`src/legacy_map_pkg.sv`:
```
// Purpose: shared constants and carriers for the legacy memory decoder
// Assumes: one core clock, synchronous active low reset
// Notes:   addresses are 36 bits so cycles above 4 GB can be seen
package legacy_map_pkg;

	localparam int ADDR_W = 36;
	localparam int DCA_W  = 24;

	// host memory and I/O space limits
	localparam logic [3:0]  HIGH_ADDR_ZERO = 4'h0;
	localparam logic [16:0] IO_LIMIT       = 17'h10003;

	// compatibility area boundaries (20-bit addresses)
	localparam logic [19:0] DOS_END     = 20'h9FFFF;
	localparam logic [19:0] VGA_BASE    = 20'hA0000;
	localparam logic [19:0] VGA_END     = 20'hBFFFF;
	localparam logic [19:0] PAGE_END    = 20'hAFFFF;
	localparam logic [19:0] MONO_BASE   = 20'hB0000;
	localparam logic [19:0] MONO_END    = 20'hB7FFF;
	localparam logic [19:0] SEG_BASE    = 20'hC0000;
	localparam logic [19:0] SEG_SIZE    = 20'h04000;
	localparam logic [19:0] BIOS_BASE   = 20'hF0000;
	localparam logic [19:0] BIOS_SIZE   = 20'h10000;
	localparam int          SMALL_SEGS  = 12;
	localparam int          ATTR_SEGS   = 13;

	// monochrome adapter I/O ports
	localparam logic [16:0] MONO_IO_0 = 17'h003B4;
	localparam logic [16:0] MONO_IO_1 = 17'h003B5;
	localparam logic [16:0] MONO_IO_2 = 17'h003B8;
	localparam logic [16:0] MONO_IO_3 = 17'h003B9;
	localparam logic [16:0] MONO_IO_4 = 17'h003BA;
	localparam logic [16:0] MONO_IO_5 = 17'h003BF;

	// indexed graphics register ports
	localparam logic [16:0] GFX_INDEX_PORT = 17'h003CE;
	localparam logic [16:0] GFX_DATA_PORT  = 17'h003CF;
	localparam logic [7:0]  IDX_MAP_CTRL   = 8'h10;
	localparam logic [7:0]  IDX_PAGE_SEL   = 8'h11;
	localparam logic [7:0]  RESET_BYTE     = 8'h00;

	// address mapping control fields
	localparam int PAGE_EN_BIT     = 0;
	localparam int PAGE_TARGET_BIT = 4;
	localparam logic [7:0] MAP_CTRL_MASK = 8'h1F;

	typedef enum logic [1:0]
	{
		SRC_CPU    = 2'h0,
		SRC_HUB    = 2'h1,
		SRC_PERIPH = 2'h2
	} source_type;

	typedef enum logic [2:0]
	{
		TGT_NONE   = 3'h0,
		TGT_DRAM   = 3'h1,
		TGT_HUB    = 3'h2,
		TGT_GFX    = 3'h3,
		TGT_TERM   = 3'h4,
		TGT_ABORT  = 3'h5,
		TGT_DCACHE = 3'h6
	} target_type;

	typedef struct packed
	{
		logic              valid;
		logic              is_io;
		logic              is_write;
		logic              system_management_mode;
		source_type        src;
		logic [ADDR_W-1:0] addr;
		logic [7:0]        wdata;
	} host_req_type;

	typedef struct packed
	{
		logic             valid;
		target_type       target;
		logic [7:0]       rdata;
		logic [DCA_W-1:0] dc_addr;
	} route_resp_type;

endpackage

```
`src/segment_attr_decode.sv`:
```
// Purpose: one attribute-controlled segment: hit and DRAM decision
// Assumes: addr is the low 20 bits of a memory cycle below 1 MB
// Notes:   a clear enable for the cycle's own direction means the cycle goes downstream
`timescale 1ns/1ps
`default_nettype none
module segment_attr_decode
#(
	parameter logic [19:0] BASE = 20'h00000,
	parameter logic [19:0] SIZE = 20'h04000
)
(
	input  wire logic [19:0] addr_in,
	input  wire logic        is_write_in,
	input  wire logic        write_enable_in,
	input  wire logic        segment_read_enable_in,
	output logic             hit_out,
	output logic             to_dram_out
);

	// limit computed once per instance; top segment ends at 1 MB
	localparam logic [20:0] LIMIT = {1'b0, BASE} + {1'b0, SIZE};

	always_comb
	begin
		hit_out = ({1'b0, addr_in} >= {1'b0, BASE}) &&
			({1'b0, addr_in} < LIMIT);
		to_dram_out = hit_out && (is_write_in ? write_enable_in
			: segment_read_enable_in);
	end

endmodule
`default_nettype wire

```
`src/legacy_memory_region_decoder.sv`:
```
// Purpose: routes host and hub cycles in the low 1 MB and above 4 GB
// Assumes: one request per cycle, answer registered one cycle later
// Notes:   configuration bits outside the graphics index pair are pins
`timescale 1ns/1ps
`default_nettype none
module legacy_memory_region_decoder
(
	input  wire logic                         clk_in,
	input  wire logic                         rst_n_in,
	input  wire legacy_map_pkg::host_req_type req_in,
	input  wire logic [1:0]                   graphics_memory_select_bits_in,
	input  wire logic                         gfx_mem_enable_in,
	input  wire logic                         mono_adapter_forward_bit_in,
	input  wire logic                         mgmt_ram_open_in,
	input  wire logic [12:0]                  write_enable_in,
	input  wire logic [12:0]                  segment_read_enable_in,
	output legacy_map_pkg::route_resp_type    resp_out,
	output logic [7:0]                        display_cache_page_select_out,
	output logic [7:0]                        address_mapping_control_out
);
	import legacy_map_pkg::*;

	logic [7:0]     display_cache_page_select_reg;
	logic [7:0]     address_mapping_control_reg;
	logic [7:0]     gfx_index_reg;
	route_resp_type resp_reg;
	route_resp_type resp_next;

	logic [19:0]          low_addr;
	logic [16:0]          io_addr;
	logic                 above_4g;
	logic                 mem_cycle;
	logic                 io_cycle;
	logic                 in_dos;
	logic                 in_vga;
	logic                 in_page_win;
	logic                 in_mono;
	logic                 mono_port;
	logic                 below_1m;
	logic                 vga_to_gfx;
	logic                 page_en;
	logic                 page_to_dcache;
	logic                 idx_wr;
	logic                 data_wr;
	logic [ATTR_SEGS-1:0] seg_hit;
	logic [ATTR_SEGS-1:0] seg_dram;

	assign low_addr  = req_in.addr[19:0];
	assign io_addr   = req_in.addr[16:0];
	assign mem_cycle = req_in.valid && !req_in.is_io;
	assign io_cycle  = req_in.valid && req_in.is_io;

	// anything set in bits 35:32 lies beyond the 4 GB space
	assign above_4g = mem_cycle &&
		(req_in.addr[ADDR_W-1:32] != HIGH_ADDR_ZERO);
	assign below_1m = req_in.addr[ADDR_W-1:20] == '0;
	assign in_dos   = below_1m && (low_addr <= DOS_END);
	assign in_vga   = below_1m && (low_addr >= VGA_BASE) &&
		(low_addr <= VGA_END);
	assign in_page_win = in_vga && (low_addr <= PAGE_END);
	assign in_mono  = in_vga && (low_addr >= MONO_BASE) &&
		(low_addr <= MONO_END);
	assign mono_port = (io_addr == MONO_IO_0) || (io_addr == MONO_IO_1) ||
		(io_addr == MONO_IO_2) || (io_addr == MONO_IO_3) ||
		(io_addr == MONO_IO_4) || (io_addr == MONO_IO_5);

	// internal graphics owns the video buffer only when memory is carved
	assign vga_to_gfx = (graphics_memory_select_bits_in != 2'h0) &&
		gfx_mem_enable_in;
	assign page_en        = address_mapping_control_reg[PAGE_EN_BIT];
	assign page_to_dcache = address_mapping_control_reg[PAGE_TARGET_BIT];

	// graphics index pair, reached by processor I/O writes only
	assign idx_wr  = io_cycle && req_in.is_write &&
		(req_in.src == SRC_CPU) && (io_addr == GFX_INDEX_PORT);
	assign data_wr = io_cycle && req_in.is_write &&
		(req_in.src == SRC_CPU) && (io_addr == GFX_DATA_PORT);

	// thirteen attribute segments: twelve 16-KB, then the 64-KB BIOS
	genvar g;
	generate
		for (g = 0; g < ATTR_SEGS; g++)
		begin : seg
			localparam logic [19:0] B = (g < SMALL_SEGS) ?
				20'(SEG_BASE + 20'(g) * SEG_SIZE) : BIOS_BASE;
			localparam logic [19:0] S = (g < SMALL_SEGS) ?
				SEG_SIZE : BIOS_SIZE;
			segment_attr_decode
			#(
				.BASE (B),
				.SIZE (S)
			)
			u_seg
			(
				.addr_in                (low_addr),
				.is_write_in            (req_in.is_write),
				.write_enable_in        (write_enable_in[g]),
				.segment_read_enable_in (segment_read_enable_in[g]),
				.hit_out                (seg_hit[g]),
				.to_dram_out            (seg_dram[g])
			);
		end
	endgenerate

	always_ff @(posedge clk_in)
	begin
		if (!rst_n_in)
			gfx_index_reg <= RESET_BYTE;
		else if (idx_wr)
			gfx_index_reg <= req_in.wdata;
	end

	always_ff @(posedge clk_in)
	begin
		if (!rst_n_in)
			display_cache_page_select_reg <= RESET_BYTE;
		else if (data_wr && gfx_index_reg == IDX_PAGE_SEL)
			display_cache_page_select_reg <= req_in.wdata;
	end

	always_ff @(posedge clk_in)
	begin
		if (!rst_n_in)
			address_mapping_control_reg <= RESET_BYTE;
		else if (data_wr && gfx_index_reg == IDX_MAP_CTRL)
			address_mapping_control_reg <= req_in.wdata & MAP_CTRL_MASK;
	end

	// priority chosen so fixed ranges win; overlap of programmable
	// ranges is not checked, software must keep them apart
	always_comb
	begin
		resp_next = '0;
		resp_next.valid = req_in.valid;
		resp_next.target = TGT_NONE;
		if (io_cycle)
		begin
			if (req_in.addr[ADDR_W-1:17] != '0 ||
				io_addr >= IO_LIMIT)
				resp_next.target = TGT_TERM;
			else if (mono_adapter_forward_bit_in && mono_port)
				resp_next.target = TGT_HUB;
			else if (io_addr == GFX_INDEX_PORT ||
				io_addr == GFX_DATA_PORT)
			begin
				resp_next.target = TGT_GFX;
				if (!req_in.is_write && io_addr == GFX_INDEX_PORT)
					resp_next.rdata = gfx_index_reg;
				else if (!req_in.is_write &&
					gfx_index_reg == IDX_PAGE_SEL)
					resp_next.rdata = display_cache_page_select_reg;
				else if (!req_in.is_write &&
					gfx_index_reg == IDX_MAP_CTRL)
					resp_next.rdata = address_mapping_control_reg;
			end
			else
				resp_next.target = TGT_HUB;
		end
		else if (mem_cycle)
		begin
			if (above_4g)
			begin
				// write data is simply not passed on; read data zero
				resp_next.target = TGT_TERM;
				resp_next.rdata = 8'h00;
			end
			else if (!below_1m)
				resp_next.target = TGT_HUB;
			else if (in_dos)
				resp_next.target = TGT_DRAM;
			else if (in_vga)
			begin
				// attribute bits play no part in this range
				if (req_in.src == SRC_PERIPH)
					resp_next.target = TGT_ABORT;
				else if (req_in.system_management_mode && mgmt_ram_open_in &&
					req_in.src == SRC_CPU)
					resp_next.target = TGT_DRAM;
				else if (mono_adapter_forward_bit_in && in_mono)
					resp_next.target = TGT_HUB;
				else if (page_en && in_page_win &&
					page_to_dcache && req_in.src == SRC_CPU)
				begin
					resp_next.target = TGT_DCACHE;
					resp_next.dc_addr = {display_cache_page_select_reg,
						low_addr[15:0]};
				end
				else if (vga_to_gfx)
				begin
					// hub reads are aborted; every other cycle reaching here goes to graphics
					if (req_in.src == SRC_HUB && !req_in.is_write)
						resp_next.target = TGT_ABORT;
					else
						resp_next.target = TGT_GFX;
				end
				else
					resp_next.target = TGT_HUB;
			end
			else if ((seg_hit & seg_dram) != '0)
				resp_next.target = TGT_DRAM;
			else
				// disabled memory stays hidden, no remap
				resp_next.target = TGT_HUB;
		end
	end

	always_ff @(posedge clk_in)
	begin
		if (!rst_n_in)
			resp_reg <= '0;
		else
			resp_reg <= resp_next;
	end

	assign resp_out                      = resp_reg;
	assign display_cache_page_select_out = display_cache_page_select_reg;
	assign address_mapping_control_out   = address_mapping_control_reg;
endmodule
`default_nettype wire

```
`config.mk`:
```
export PLATFORM = sky130hd
export DESIGN_NAME = legacy_memory_region_decoder
export DESIGN_NICKNAME = d
export VERILOG_FILES = /design/src/legacy_map_pkg.sv /design/src/segment_attr_decode.sv /design/src/legacy_memory_region_decoder.sv
export SDC_FILE = /design/constraint.sdc
export NUM_CORES = 1
export LEC_CHECK = 0
export BUFFER_PORTS_ARGS = -buffer_cell sky130_fd_sc_hd__buf_4
export CAP_MARGIN = 15
export CORE_UTILIZATION = 45
export CTS_CLUSTER_DIAMETER = 200
export DETAILED_ROUTE_END_ITERATION = 8
export GPL_TIMING_DRIVEN = 0
export PLACE_DENSITY = 0.8
export SYNTH_ARGS = -nofsm -noshare
export SYNTH_HDL_FRONTEND = slang
export SYNTH_SLANG_ARGS = --single-unit
```
`constraint.sdc`:
```
create_clock -name clk_in -period 2.35 [get_ports clk_in]
set_input_delay 0 -clock clk_in [delete_from_list [all_inputs] [get_ports clk_in]]
set_output_delay 0 -clock clk_in [all_outputs]
set_load 0.02 [all_outputs]
```
## Yosys cells after proc, flatten, opt, wreduce, memory -nomap -nowiden

Cells that the tools add are included.

- Input bits: 83
- Word-level logic and storage cells: 168
- Flip-flop bits (word level): 57

- Reduce and logical (&&, ||, !) cells: 68
- Magnitude comparators: 32
- Equal/unequal tests: 12
- Bitwise operators: 6
- Muxes and demuxes: 43

Operators by type and width:

| operator | count |
|---|---|
| 20-bit >= comparator (second input constant) | 15 |
| 20-bit < comparator (second input constant) | 12 |
| 24-bit two-way mux | 8 |
| 17-bit by 10-bit equality test with 1-bit output (second input constant) | 8 |
| 20-bit less-or-equal comparator (second input constant) | 4 |
| 1-bit logical AND | 52 |
| 8-bit two-way mux | 5 |
| 35-bit two-way mux | 1 |
| 3-bit two-way mux | 11 |
| 19-bit nonzero test | 1 |
| 17-bit >= comparator (second input constant) | 1 |
| 8-bit by 5-bit equality test with 1-bit output (second input constant) | 2 |
| 16-bit logical NOT | 1 |
| 1-bit two-way mux | 15 |
| 13-bit bitwise AND | 1 |
| 13-bit nonzero test | 1 |
| 11-bit two-way mux | 1 |
| 11-bit OR reduction | 1 |
| 1-bit logical OR | 7 |
| 5-bit two-way mux | 1 |
| 1-bit inverter | 5 |
| 4-bit nonzero test | 1 |
| 2-bit by 1-bit equality test with 1-bit output (second input constant) | 1 |
| 2-bit equality test (second input constant) | 1 |
| 4 further kinds | 5 |

## Logic depth before layout (Yosys ltp)

Gate-level depths: netlist of the first run.

- Depth in word-level cells: 17
- Depth in mapped cells: 7
- Depth with buffers taken out: 5

## Modules after synthesis

Synthesis of the first run repeated with hierarchy kept, for this count alone.

- Cells, all modules: 308
- Area, all modules: 3,002.9 µm²

Modules (own cells, without submodules):

| module | instances | cells each | area an instance (µm²) |
|---|---|---|---|
| legacy_memory_region_decoder | 1 | 249 | 2,372.3 |
| segment_attr_decode at seg[10].u_seg ... | 4 | 5 | 53.8 |
| segment_attr_decode at seg[1].u_seg ... | 4 | 4 | 51.3 |
| segment_attr_decode at seg[11].u_seg ... | 2 | 6 | 48.8 |
| segment_attr_decode at seg[0].u_seg | 1 | 4 | 43.8 |
| segment_attr_decode at seg[12].u_seg | 1 | 3 | 35.0 |
| segment_attr_decode at seg[3].u_seg | 1 | 4 | 33.8 |

## Least setup slack after synthesis of the first run

OpenSTA, ideal clock, no wires.

- Path kind: flip-flop to flip-flop
- Start point: register gfx_index_reg[7]
- End point: register display_cache_page_select_reg[5] (netlist: display_cache_page_select_out[5])
- Clock period less this slack: 2.085 ns
- Slack: 0.265 ns
- Setup time: 0.116 ns
- Arrival time: 1.969 ns
- Stages on the path, launching flop included: 7
- Cells stage by stage: dfxtp_1 or4_4 or3_4 or4_4 buf_6 mux2i_1 nor2b_1

- Cells in the longest elaborated chain, start to end: 2

RTL lines:

| element | line | RTL |
|---|---|---|
| start, declared | legacy_memory_region_decoder.sv:25 | `logic [7:0] gfx_index_reg;` |
| start signal, assigned | legacy_memory_region_decoder.sv:110 | `gfx_index_reg <= req_in.wdata;` |
| 8-bit by 5-bit equality test with 1-bit output | legacy_memory_region_decoder.sv:117 | `else if (data_wr && gfx_index_reg == IDX_PAGE_SEL)` |
| 1-bit logical AND | legacy_memory_region_decoder.sv:117 |  |
| end signal, assigned | legacy_memory_region_decoder.sv:118 | `display_cache_page_select_reg <= req_in.wdata;` |
| end, declared | legacy_memory_region_decoder.sv:23 | `logic [7:0] display_cache_page_select_reg;` |

Every way passes these cells.
A chain may end at the register's enable or synchronous reset.

## Worst setup path after layout of the first run

- Start point: input req_in[13] (netlist name)
- End point: register display_cache_page_select_reg[5] (netlist: display_cache_page_select_out[5])

- Cells in the longest elaborated chain, start to end: 3

RTL lines:

| element | line | RTL |
|---|---|---|
| start, declared | legacy_memory_region_decoder.sv:10 | `input wire legacy_map_pkg::host_req_type req_in,` |
| 17-bit by 10-bit equality test with 1-bit output | legacy_memory_region_decoder.sv:77 | `(req_in.src == SRC_CPU) && (io_addr == GFX_DATA_PORT);` |
| 1-bit logical AND | legacy_memory_region_decoder.sv:77 |  |
| 1-bit logical AND | legacy_memory_region_decoder.sv:117 |  |

Every way passes these cells.

==> results of run 1 <==
-- report_power, final --
part | switching, uW | leakage, uW | internal (uW)
clock network | 372 | 0.0000929 | 478
logic | 97.1 | 0.00124 | 154
registers | 0.560 | 0.000459 | 968
-- Yosys cell counts (2+ instances only) --
library cell	instances	area, sq um
sky130_fd_sc_hd__dfxtp_1	57	1141
sky130_fd_sc_hd__a21oi_1	5	25.02
sky130_fd_sc_hd__a22oi_1	4	30.03
sky130_fd_sc_hd__inv_1	4	15.01
sky130_fd_sc_hd__nand4_1	3	18.77
sky130_fd_sc_hd__or3_1	2	12.51
sky130_fd_sc_hd__mux2i_1	36	360.4
sky130_fd_sc_hd__buf_2	2	10.01
sky130_fd_sc_hd__nor4_1	8	50.05
sky130_fd_sc_hd__nor2_1	17	63.81
sky130_fd_sc_hd__and2_1	25	156.4
sky130_fd_sc_hd__a211o_1	2	17.52
sky130_fd_sc_hd__o221ai_1	2	17.52
sky130_fd_sc_hd__nor2b_1	26	162.7
sky130_fd_sc_hd__nand2_1	6	22.52
sky130_fd_sc_hd__and4b_1	2	20.02
sky130_fd_sc_hd__a211oi_1	4	30.03
sky130_fd_sc_hd__nand3_1	7	35.03
sky130_fd_sc_hd__mux4_2	3	67.56
sky130_fd_sc_hd__nor3_1	2	10.01
sky130_fd_sc_hd__buf_1	2	7.510
sky130_fd_sc_hd__o21ai_0	2	10.01
sky130_fd_sc_hd__buf_4	3	22.52
sky130_fd_sc_hd__nand2b_1	2	12.51
sky130_fd_sc_hd__and4_1	2	17.52
sky130_fd_sc_hd__or4_4	2	22.52
sky130_fd_sc_hd__clkbuf_1	8	30.03
sky130_fd_sc_hd__o211ai_1	2	15.01
-- cell type report --
| cell class | count | area [sq um] |
|---|---|---|
| multi-input cells | 186 | 1375 |
| fillers | 419 | 1443 |
| plain buffers | 16 | 81.33 |
| flip-flops and latches | 57 | 1141 |
| clock inverters | 4 | 45.04 |
| clock buffers | 11 | 131.4 |
| well taps | 72 | 90.09 |
| repair buffers | 153 | 1219 |
| inverters | 4 | 15.01 |
-- repair_timing --
item	CTS	global route
hold buffers	23	0
resized for setup	0	1
hold endpoints to repair	35	0
setup endpoints to repair	0	21
buffers inserted	0	2
-- layer usage --
metal | part of all wire | vias to the layer above | GRT usage
li1 | - | 1270 | -
met2 | 0.52 | 112 | 0.4442
met3 | 0.055 | 24 | 0.05412
met5 | 0 | - | 0
met4 | 0.033 | 0 | 0.1444
met1 | 0.40 | 1213 | 0.3017
-- how the worst min path moves through the flow --
stage,start,to,slack [ns],cells past startpoint
floorplan,req_in[8],resp_out[0],0.12,1
global placement,req_in[21],resp_out[13],0.22,2
detailed placement,req_in[13],resp_out[5],0.22,2
CTS,req_in[49],resp_out[35],0.02,3
global route,req_in[23],resp_out[15],0.04,2
finish,req_in[23],resp_out[15],0.04,2
-- layout by cell type (no fill, tap or decap), types with 7 or more instances in the layout --
| cell | synthesis | final |
|---|---|---|
| sky130_fd_sc_hd__nor4_1 | 8 | 8 |
| sky130_fd_sc_hd__dfxtp_1 | 57 | 57 |
| sky130_fd_sc_hd__dlygate4sd3_1 | 0 | 23 |
| sky130_fd_sc_hd__clkbuf_1 | 8 | 10 |
| sky130_fd_sc_hd__nand3_1 | 7 | 7 |
| sky130_fd_sc_hd__buf_4 | 3 | 132 |
| sky130_fd_sc_hd__nor2_1 | 17 | 17 |
| sky130_fd_sc_hd__clkbuf_8 | 0 | 9 |
| sky130_fd_sc_hd__mux2i_1 | 36 | 36 |
| sky130_fd_sc_hd__nor2b_1 | 26 | 26 |
| sky130_fd_sc_hd__and2_1 | 25 | 25 |
-- critical path: stages --
cell                            delay [ns]
sky130_fd_sc_hd__dlygate4sd3_1        0.54
sky130_fd_sc_hd__buf_4                0.14
sky130_fd_sc_hd__nor4_1               0.49
sky130_fd_sc_hd__nand4_1              0.18
sky130_fd_sc_hd__buf_4                0.20
sky130_fd_sc_hd__or4_4                0.51
sky130_fd_sc_hd__buf_6                0.17
sky130_fd_sc_hd__mux2i_1              0.15
sky130_fd_sc_hd__nor2b_1              0.07
-- cell families after synthesis --
family | Yosys count | share of synthesized area
compound gates | 30 | 0.08667
other cells | 1 | 0.001443
mux | 39 | 0.1647
buf+inv | 20 | 0.03707
flops | 57 | 0.4391
simple gates | 114 | 0.2711
-- metrics by stage --
step	util	total power, uW	cells
6_report	0.7396	2070	503
4_1_cts	0.7335	2074	501
3_5_place_dp	0.6601	1204	463
5_1_grt	0.7396	2163	503
2_1_floorplan	-	1070	263
3_3_place_gp	0.6601	1200	463
==> tab_implementation.tex, run 1 <==
\begin{tabular}{lr}
\hline
Metric & Value \\
\hline
\multicolumn{2}{l}{\textbf{Status}} \\
Result of the run & completed \\
\multicolumn{2}{l}{\textbf{Timing}} \\
Unrepaired setup endpoints after global routing & no \\
Fmax & 449.6 MHz \\
Post-layout min period & 2.224 ns \\
Period Utilization, post-route & 0.9465 \\
Transition at the pin with the smallest max-transition slack & 0.8154 ns \\
Final setup vio count & 0 \\
Relative slew margins & 0.4514 \\
Crit path setup slack, layout & 0.1258 ns \\
Number of hold violations in the final report & 0 \\
Final hold slack & 0.03534 ns \\
Clk\_skew & 0.004081 ns \\
Pins over their slew limit & 0 \\
Sum of negative setup slack & 0 ns \\
\multicolumn{2}{l}{\textbf{Clock network}} \\
Clock tree root buffer cell & sky130\_fd\_sc\_hd\_\_clkbuf\_8 \\
Maximum root-to-sink buffer count & 2 \\
Count of H-tree levels built during CTS & 3 \\
Number of buffers added by the clock tree synthesis step & 9 \\
Clock latency on the worst-skew pair & 0.34 ns \\
Clock-pin transition on the worst setup and hold timing paths & 0.06 ns \\
Clock tree from TritonCTS & done \\
Clock tree sinks & 57 \\
\multicolumn{2}{l}{\textbf{Floorplanning}} \\
Die outline height & 78.00 microns \\
Die outline width & 78.00 microns \\
Site row count & 27 \\
Io pins & 135 \\
Area of the core & 0.005540 sq mm \\
DIE AREA & 0.006083 sq mm \\
Initial standard-cell utilization of the core & 0.4691 \\
\multicolumn{2}{l}{\textbf{Global route}} \\
Number of antenna violations at the first check in global routing & 0 \\
First-pass GRT wire length & 12.02 mm \\
Vias in the first global route & 2501 \\
Global routing usage summed across all routing layers & 0.2599 \\
Largest net degree at the start of global routing & 11 \\
Remaining Overflow, GRT & 0 \\
\multicolumn{2}{l}{\textbf{Power and ir drop}} \\
Lkg Pwr & 0.001795 uW \\
PwrDens & 505.2 mW/mm\^{}2 \\
Maximum resistive drop on vdd & 302.2 uV \\
\multicolumn{2}{l}{\textbf{Critical path}} \\
Launching element type of the critical path & primary input \\
Worst Path Class, Setup & in2reg \\
Number of cells on the worst reg-to-reg path & 6 \\
Critical Path Start & req\_in[13] \\
Worst endpoint required time & 2.58 ns \\
Crit. End Element & register \\
Arrival time of data at the critical path endpoint & 2.45 ns \\
FF-to-FF Start & gfx\_index\_reg[7] \\
Capturing element of the worst setup path & display\_cache\_page\_select\_out[5] \\
Endpoint of the lowest-slack register-to-register path & display\_cache\_page\_select\_out[5] \\
Register-to-register setup slack & 0.15 ns \\
Peak fanout along the critical path & 8 \\
\multicolumn{2}{l}{\textbf{Logic synthesis}} \\
Sequential share of the synthesized area & 0.4391 \\
Synth async-reset ratio & 0 \\
Post-synthesis instance total & 261 \\
Netlist area before placement & 0.002599 sq mm \\
Mean instance size in the synthesized netlist & 9.957 sq um \\
Flops \& latches, synth & 57 \\
Yosys warning count & 0 \\
Ys flop type & sky130\_fd\_sc\_hd\_\_dfxtp\_1 \\
Count of cell types in the netlist & 49 \\
Post-synth EDFFs & 0 \\
\multicolumn{2}{l}{\textbf{Drt}} \\
Routed WL & 7.807 mm \\
Drc violations & 0 \\
Router iterations before antenna repair & 4 \\
Starting DRC count in detailed routing & 193 \\
Via count & 2619 \\
Average routed wire per standard cell & 15.52 microns \\
Residual antenna-violating net count after detailed routing & 0 \\
Post-detailed-route via-to-cell ratio & 5.207 \\
\multicolumn{2}{l}{\textbf{Final layout}} \\
Net total in the final layout & 510 \\
Area Overhead vs Synth & 57.68\% \\
Antenna cell count & 0 \\
Largest register FFs & 36 \\
Post-route cell area & 0.004098 sq mm \\
Fraction of layout instances using a drive strength above 1 & 0.3712 \\
\multicolumn{2}{l}{\textbf{Placement}} \\
HPWL after DPL & 5.381 mm \\
Area of placed instances & 0.003657 sq mm \\
Quantity of I/O buffers inserted on ports & 128 \\
Worst slack, placed & 0.1844 ns \\
Routability congestion estimate from global placement & 0.8322 \\
\multicolumn{2}{l}{\textbf{Min path}} \\
Worst min-delay path category & in2reg \\
\multicolumn{2}{l}{\textbf{Run}} \\
Number of max-cap violations & 0 \\
\hline
\end{tabular}
Power figures use the tool's default switching activity.
==> inputs of run 2 (changes only) <==
--- a/config.mk
+++ b/config.mk
@@ -7,11 +7,12 @@
 export LEC_CHECK = 0
 export BUFFER_PORTS_ARGS = -buffer_cell sky130_fd_sc_hd__buf_4
 export CAP_MARGIN = 15
-export CORE_UTILIZATION = 45
+export CORE_UTILIZATION = 47
 export CTS_CLUSTER_DIAMETER = 200
 export DETAILED_ROUTE_END_ITERATION = 8
 export GPL_TIMING_DRIVEN = 0
 export PLACE_DENSITY = 0.8
 export SYNTH_ARGS = -nofsm -noshare
 export SYNTH_HDL_FRONTEND = slang
+export SYNTH_HIERARCHICAL = 1
 export SYNTH_SLANG_ARGS = --single-unit
==> run 2 against run 1 <==
Net effect:
- non-clock buffer count down 2
- critical path type is now reg2reg
- critical path depth shrank 5
- largest power group unchanged
- via count increased by 16%
==> tab_implementation.tex, run 2 <==
\begin{tabular}{lr}
\hline
Metric & Value \\
\hline
\multicolumn{2}{l}{\textbf{Status}} \\
Result of the run & completed \\
\multicolumn{2}{l}{\textbf{Critical path}} \\
Launching element type of the critical path & register \\
Most used cell, CP & sky130\_fd\_sc\_hd\_\_or4b\_1 \\
Crit. End Element & register \\
Worst endpoint required time & 2.62 ns (+0.04 ns) \\
Combined buffer and inverter count along the critical path & 0 (-4) \\
Worst Path Class, Setup & reg2reg \\
Slowest-stage cell, CP & sky130\_fd\_sc\_hd\_\_or4b\_1 \\
Arrival time of data at the critical path endpoint & 2.52 ns (+0.07 ns) \\
Largest stage delay on the critical path & 0.63 ns (+0.09 ns) \\
Register-to-register setup slack & 0.09 ns (-0.06 ns) \\
Peak fanout along the critical path & 7 (-1) \\
Crit-path leading delay family & simple AND/OR/NAND/NOR gates \\
Chain of cells forming the critical path & or4b\_1, or4b\_1, or4b\_1, a21oi\_1 \\
\multicolumn{2}{l}{\textbf{Power and ir drop}} \\
Maximum resistive drop on vdd & 359.1 uV (+19\%) \\
Lkg Pwr & 0.001968 uW (+9.6\%) \\
PwrDens & 459.1 mW/mm\^{}2 (-9.1\%) \\
\multicolumn{2}{l}{\textbf{Drt}} \\
Post-detailed-route via-to-cell ratio & 5.500 (+5.6\%) \\
Residual antenna-violating net count after detailed routing & 0 (unchanged) \\
Via count & 3036 (+16\%) \\
Average routed wire per standard cell & 15.80 microns (+1.8\%) \\
Routed WL & 8.723 mm (+12\%) \\
Drc violations & 0 (unchanged) \\
Router iterations before antenna repair & 4 (unchanged) \\
Starting DRC count in detailed routing & 131 (-32\%) \\
\multicolumn{2}{l}{\textbf{Final layout}} \\
Area Overhead vs Synth & 49.83\% \\
Antenna cell count & 0 (unchanged) \\
Largest register FFs & 36 (unchanged) \\
Most common cell after layout, fill and taps aside & sky130\_fd\_sc\_hd\_\_buf\_4 \\
Fraction of layout instances using a drive strength above 1 & 0.3836 (+0.01242) \\
Net total in the final layout & 557 (+9.2\%) \\
Commonest non-fill, non-tap cells in the layout & 133 x sky130\_fd\_sc\_hd\_\_buf\_4, 57 x sky130\_fd\_sc\_hd\_\_dfxtp\_1, 36 x sky130\_fd\_sc\_hd\_\_mux2i\_1, 29 x sky130\_fd\_sc\_hd\_\_nand2\_1 \\
Final standard cell utilization of the core & 0.7467 (+0.007066) \\
\multicolumn{2}{l}{\textbf{Run}} \\
Number of max-cap violations & 0 (unchanged) \\
\multicolumn{2}{l}{\textbf{Logic synthesis}} \\
Sequential share of the synthesized area & 0.3800 (-0.05909) \\
Post-synthesis instance total & 308 (+18\%) \\
Area share of the largest cell type after synthesis & 0.3800 (-0.05909) \\
Yosys warning count & 6 (+6) \\
Post-synth EDFFs & 0 (unchanged) \\
Mean instance size in the synthesized netlist & 9.750 sq um (-2.1\%) \\
Flops \& latches, synth & 57 (unchanged) \\
Largest cells by area after synthesis & sky130\_fd\_sc\_hd\_\_dfxtp\_1 38\%, sky130\_fd\_sc\_hd\_\_mux2i\_1 12\%, sky130\_fd\_sc\_hd\_\_nand4b\_4 6.3\% \\
Most area-hungry cell type in the Yosys netlist & sky130\_fd\_sc\_hd\_\_dfxtp\_1 \\
Netlist area before placement & 0.003003 sq mm (+16\%) \\
Ys flop type & sky130\_fd\_sc\_hd\_\_dfxtp\_1 \\
Count of cell types in the netlist & 51 (+4.1\%) \\
Synth async-reset ratio & 0 (unchanged) \\
Top-count cell post-synth & sky130\_fd\_sc\_hd\_\_dfxtp\_1 \\
Synth cell count leaders & 57 x sky130\_fd\_sc\_hd\_\_dfxtp\_1, 36 x sky130\_fd\_sc\_hd\_\_mux2i\_1, 29 x sky130\_fd\_sc\_hd\_\_nand2\_1 \\
\multicolumn{2}{l}{\textbf{Floorplanning}} \\
Die outline height & 81.93 microns (+5.0\%) \\
Io pins & 135 (unchanged) \\
DIE AREA & 0.006713 sq mm (+10\%) \\
Initial standard-cell utilization of the core & 0.4983 (+0.02928) \\
Area of the core & 0.006026 sq mm (+8.8\%) \\
Site row count & 28 (+3.7\%) \\
Die outline width & 81.93 microns (+5.0\%) \\
\multicolumn{2}{l}{\textbf{Timing}} \\
Period Utilization, post-route & 0.9601 (+0.01363) \\
Relative slew margins & 0.6002 (+0.1488) \\
Number of hold violations in the final report & 0 (unchanged) \\
Sum of negative setup slack & 0 ns (unchanged) \\
Fmax & 443.2 MHz (-1.4\%) \\
Pins over their slew limit & 0 (unchanged) \\
Post-layout min period & 2.256 ns (+0.03204 ns) \\
Transition at the pin with the smallest max-transition slack & 0.5942 ns (-0.2211 ns) \\
Clk\_skew & 0.005104 ns (+0.001023 ns) \\
Final setup vio count & 0 (unchanged) \\
Crit path setup slack, layout & 0.09376 ns (-0.03204 ns) \\
\multicolumn{2}{l}{\textbf{Global route}} \\
Vias in the first global route & 2990 (+20\%) \\
Largest net degree at the start of global routing & 21 (+10) \\
Global routing usage summed across all routing layers & 0.2729 (+0.01301) \\
First-pass GRT wire length & 13.76 mm (+14\%) \\
Remaining Overflow, GRT & 0 (unchanged) \\
Number of antenna violations at the first check in global routing & 0 (unchanged) \\
\multicolumn{2}{l}{\textbf{Placement}} \\
Worst slack, placed & -0.2168 ns (-0.4012 ns) \\
Routability congestion estimate from global placement & 0.8808 (+5.8\%) \\
HPWL after DPL & 6.104 mm (+13\%) \\
Quantity of I/O buffers inserted on ports & 130 (+1.6\%) \\
\multicolumn{2}{l}{\textbf{Clock network}} \\
Clock tree sinks & 57 (unchanged) \\
Clock tree root buffer cell & sky130\_fd\_sc\_hd\_\_clkbuf\_8 \\
Maximum root-to-sink buffer count & 2 (unchanged) \\
Clock-pin transition on the worst setup and hold timing paths & 0.06 ns (about the same) \\
Clock tree from TritonCTS & done \\
Number of buffers added by the clock tree synthesis step & 9 (unchanged) \\
Count of H-tree levels built during CTS & 3 (unchanged) \\
Clock latency on the worst-skew pair & 0.33 ns (about the same) \\
\multicolumn{2}{l}{\textbf{Min path}} \\
Worst min-delay path category & in2reg \\
\hline
\end{tabular}
## run 2: cell count changes after synthesis, sizes merged, moves of 4 or more
cell,previous run,this run
nor4,10,15
nor3,3,13
o21ai,2,12
nand4b,1,11
a32oi,0,4
nand2b,2,7
nor2b,26,9
nand2,6,30
## run 2: what timing repair did
action                     CTS  global route
gates resized for setup      0             2
hold buffers                24             0
buffers inserted             0             0
hold endpoints to repair    37             0
setup endpoints to repair    0            19
## run 2: worst register-to-register path: cells and delay by family (launching register included)
family	cells	cell delay (ns)
AND/OR/NAND/NOR	3	1.71
flip-flops	1	0.32
AO/OA/AOI/OAI	1	0.16
## run 2: layer usage
layer	vias up	track usage	wire length, microns
li1	1468	-	-
met1	1415	0.3293	3629
met2	139	0.4678	4309
met3	14	0.06667	654
met4	0	0.09649	129
met5	-	0	0
## run 2: area by class of cell
type	count	area, sq um
multi-input combinational	233	1787
timing repair buffer	154	1216
sequential	57	1141
fill	453	1526
clock inverter	3	17.52
clock buffer	11	151.4
inverter	6	22.52
buffer	13	70.07
tap	75	93.84
## run 2: final timing paths
kind                                                     start                             end  cells past startpoint
worst max-delay path                          gfx_index_reg[5]                    resp_out[24]                      4
worst max register to register                gfx_index_reg[5]                    resp_out[24]                      4
worst min register to register  address_mapping_control_out[3]  address_mapping_control_out[3]                      2
worst min-delay path                                req_in[48]                    resp_out[32]                      3
## run 2: kinds of logic after synthesis
family	synth area share
simple gates	0.3838
flops	0.3800
compound gates	0.07792
buf+inv	0.03208
other cells	0.001249
mux	0.1250
## run 2: stage by stage
step,hold WS (ns),power [uW],cell area [sq um],cells
CTS,0.001573,2069,4489,553
detailed placement,0.2200,1255,4080,515
global placement,0.2113,1250,4080,515
global route,0.03612,2135,4499,552
finish,0.01805,2066,4499,552
floorplan,0.1217,1079,3010,310
## run 2: report_power, final
| group | internal, uW | switching, uW |
|---|---|---|
| clock network | 424 | 372 |
| registers | 968 | 0.840 |
| logic | 163 | 137 |
| total | 1560 | 510 |
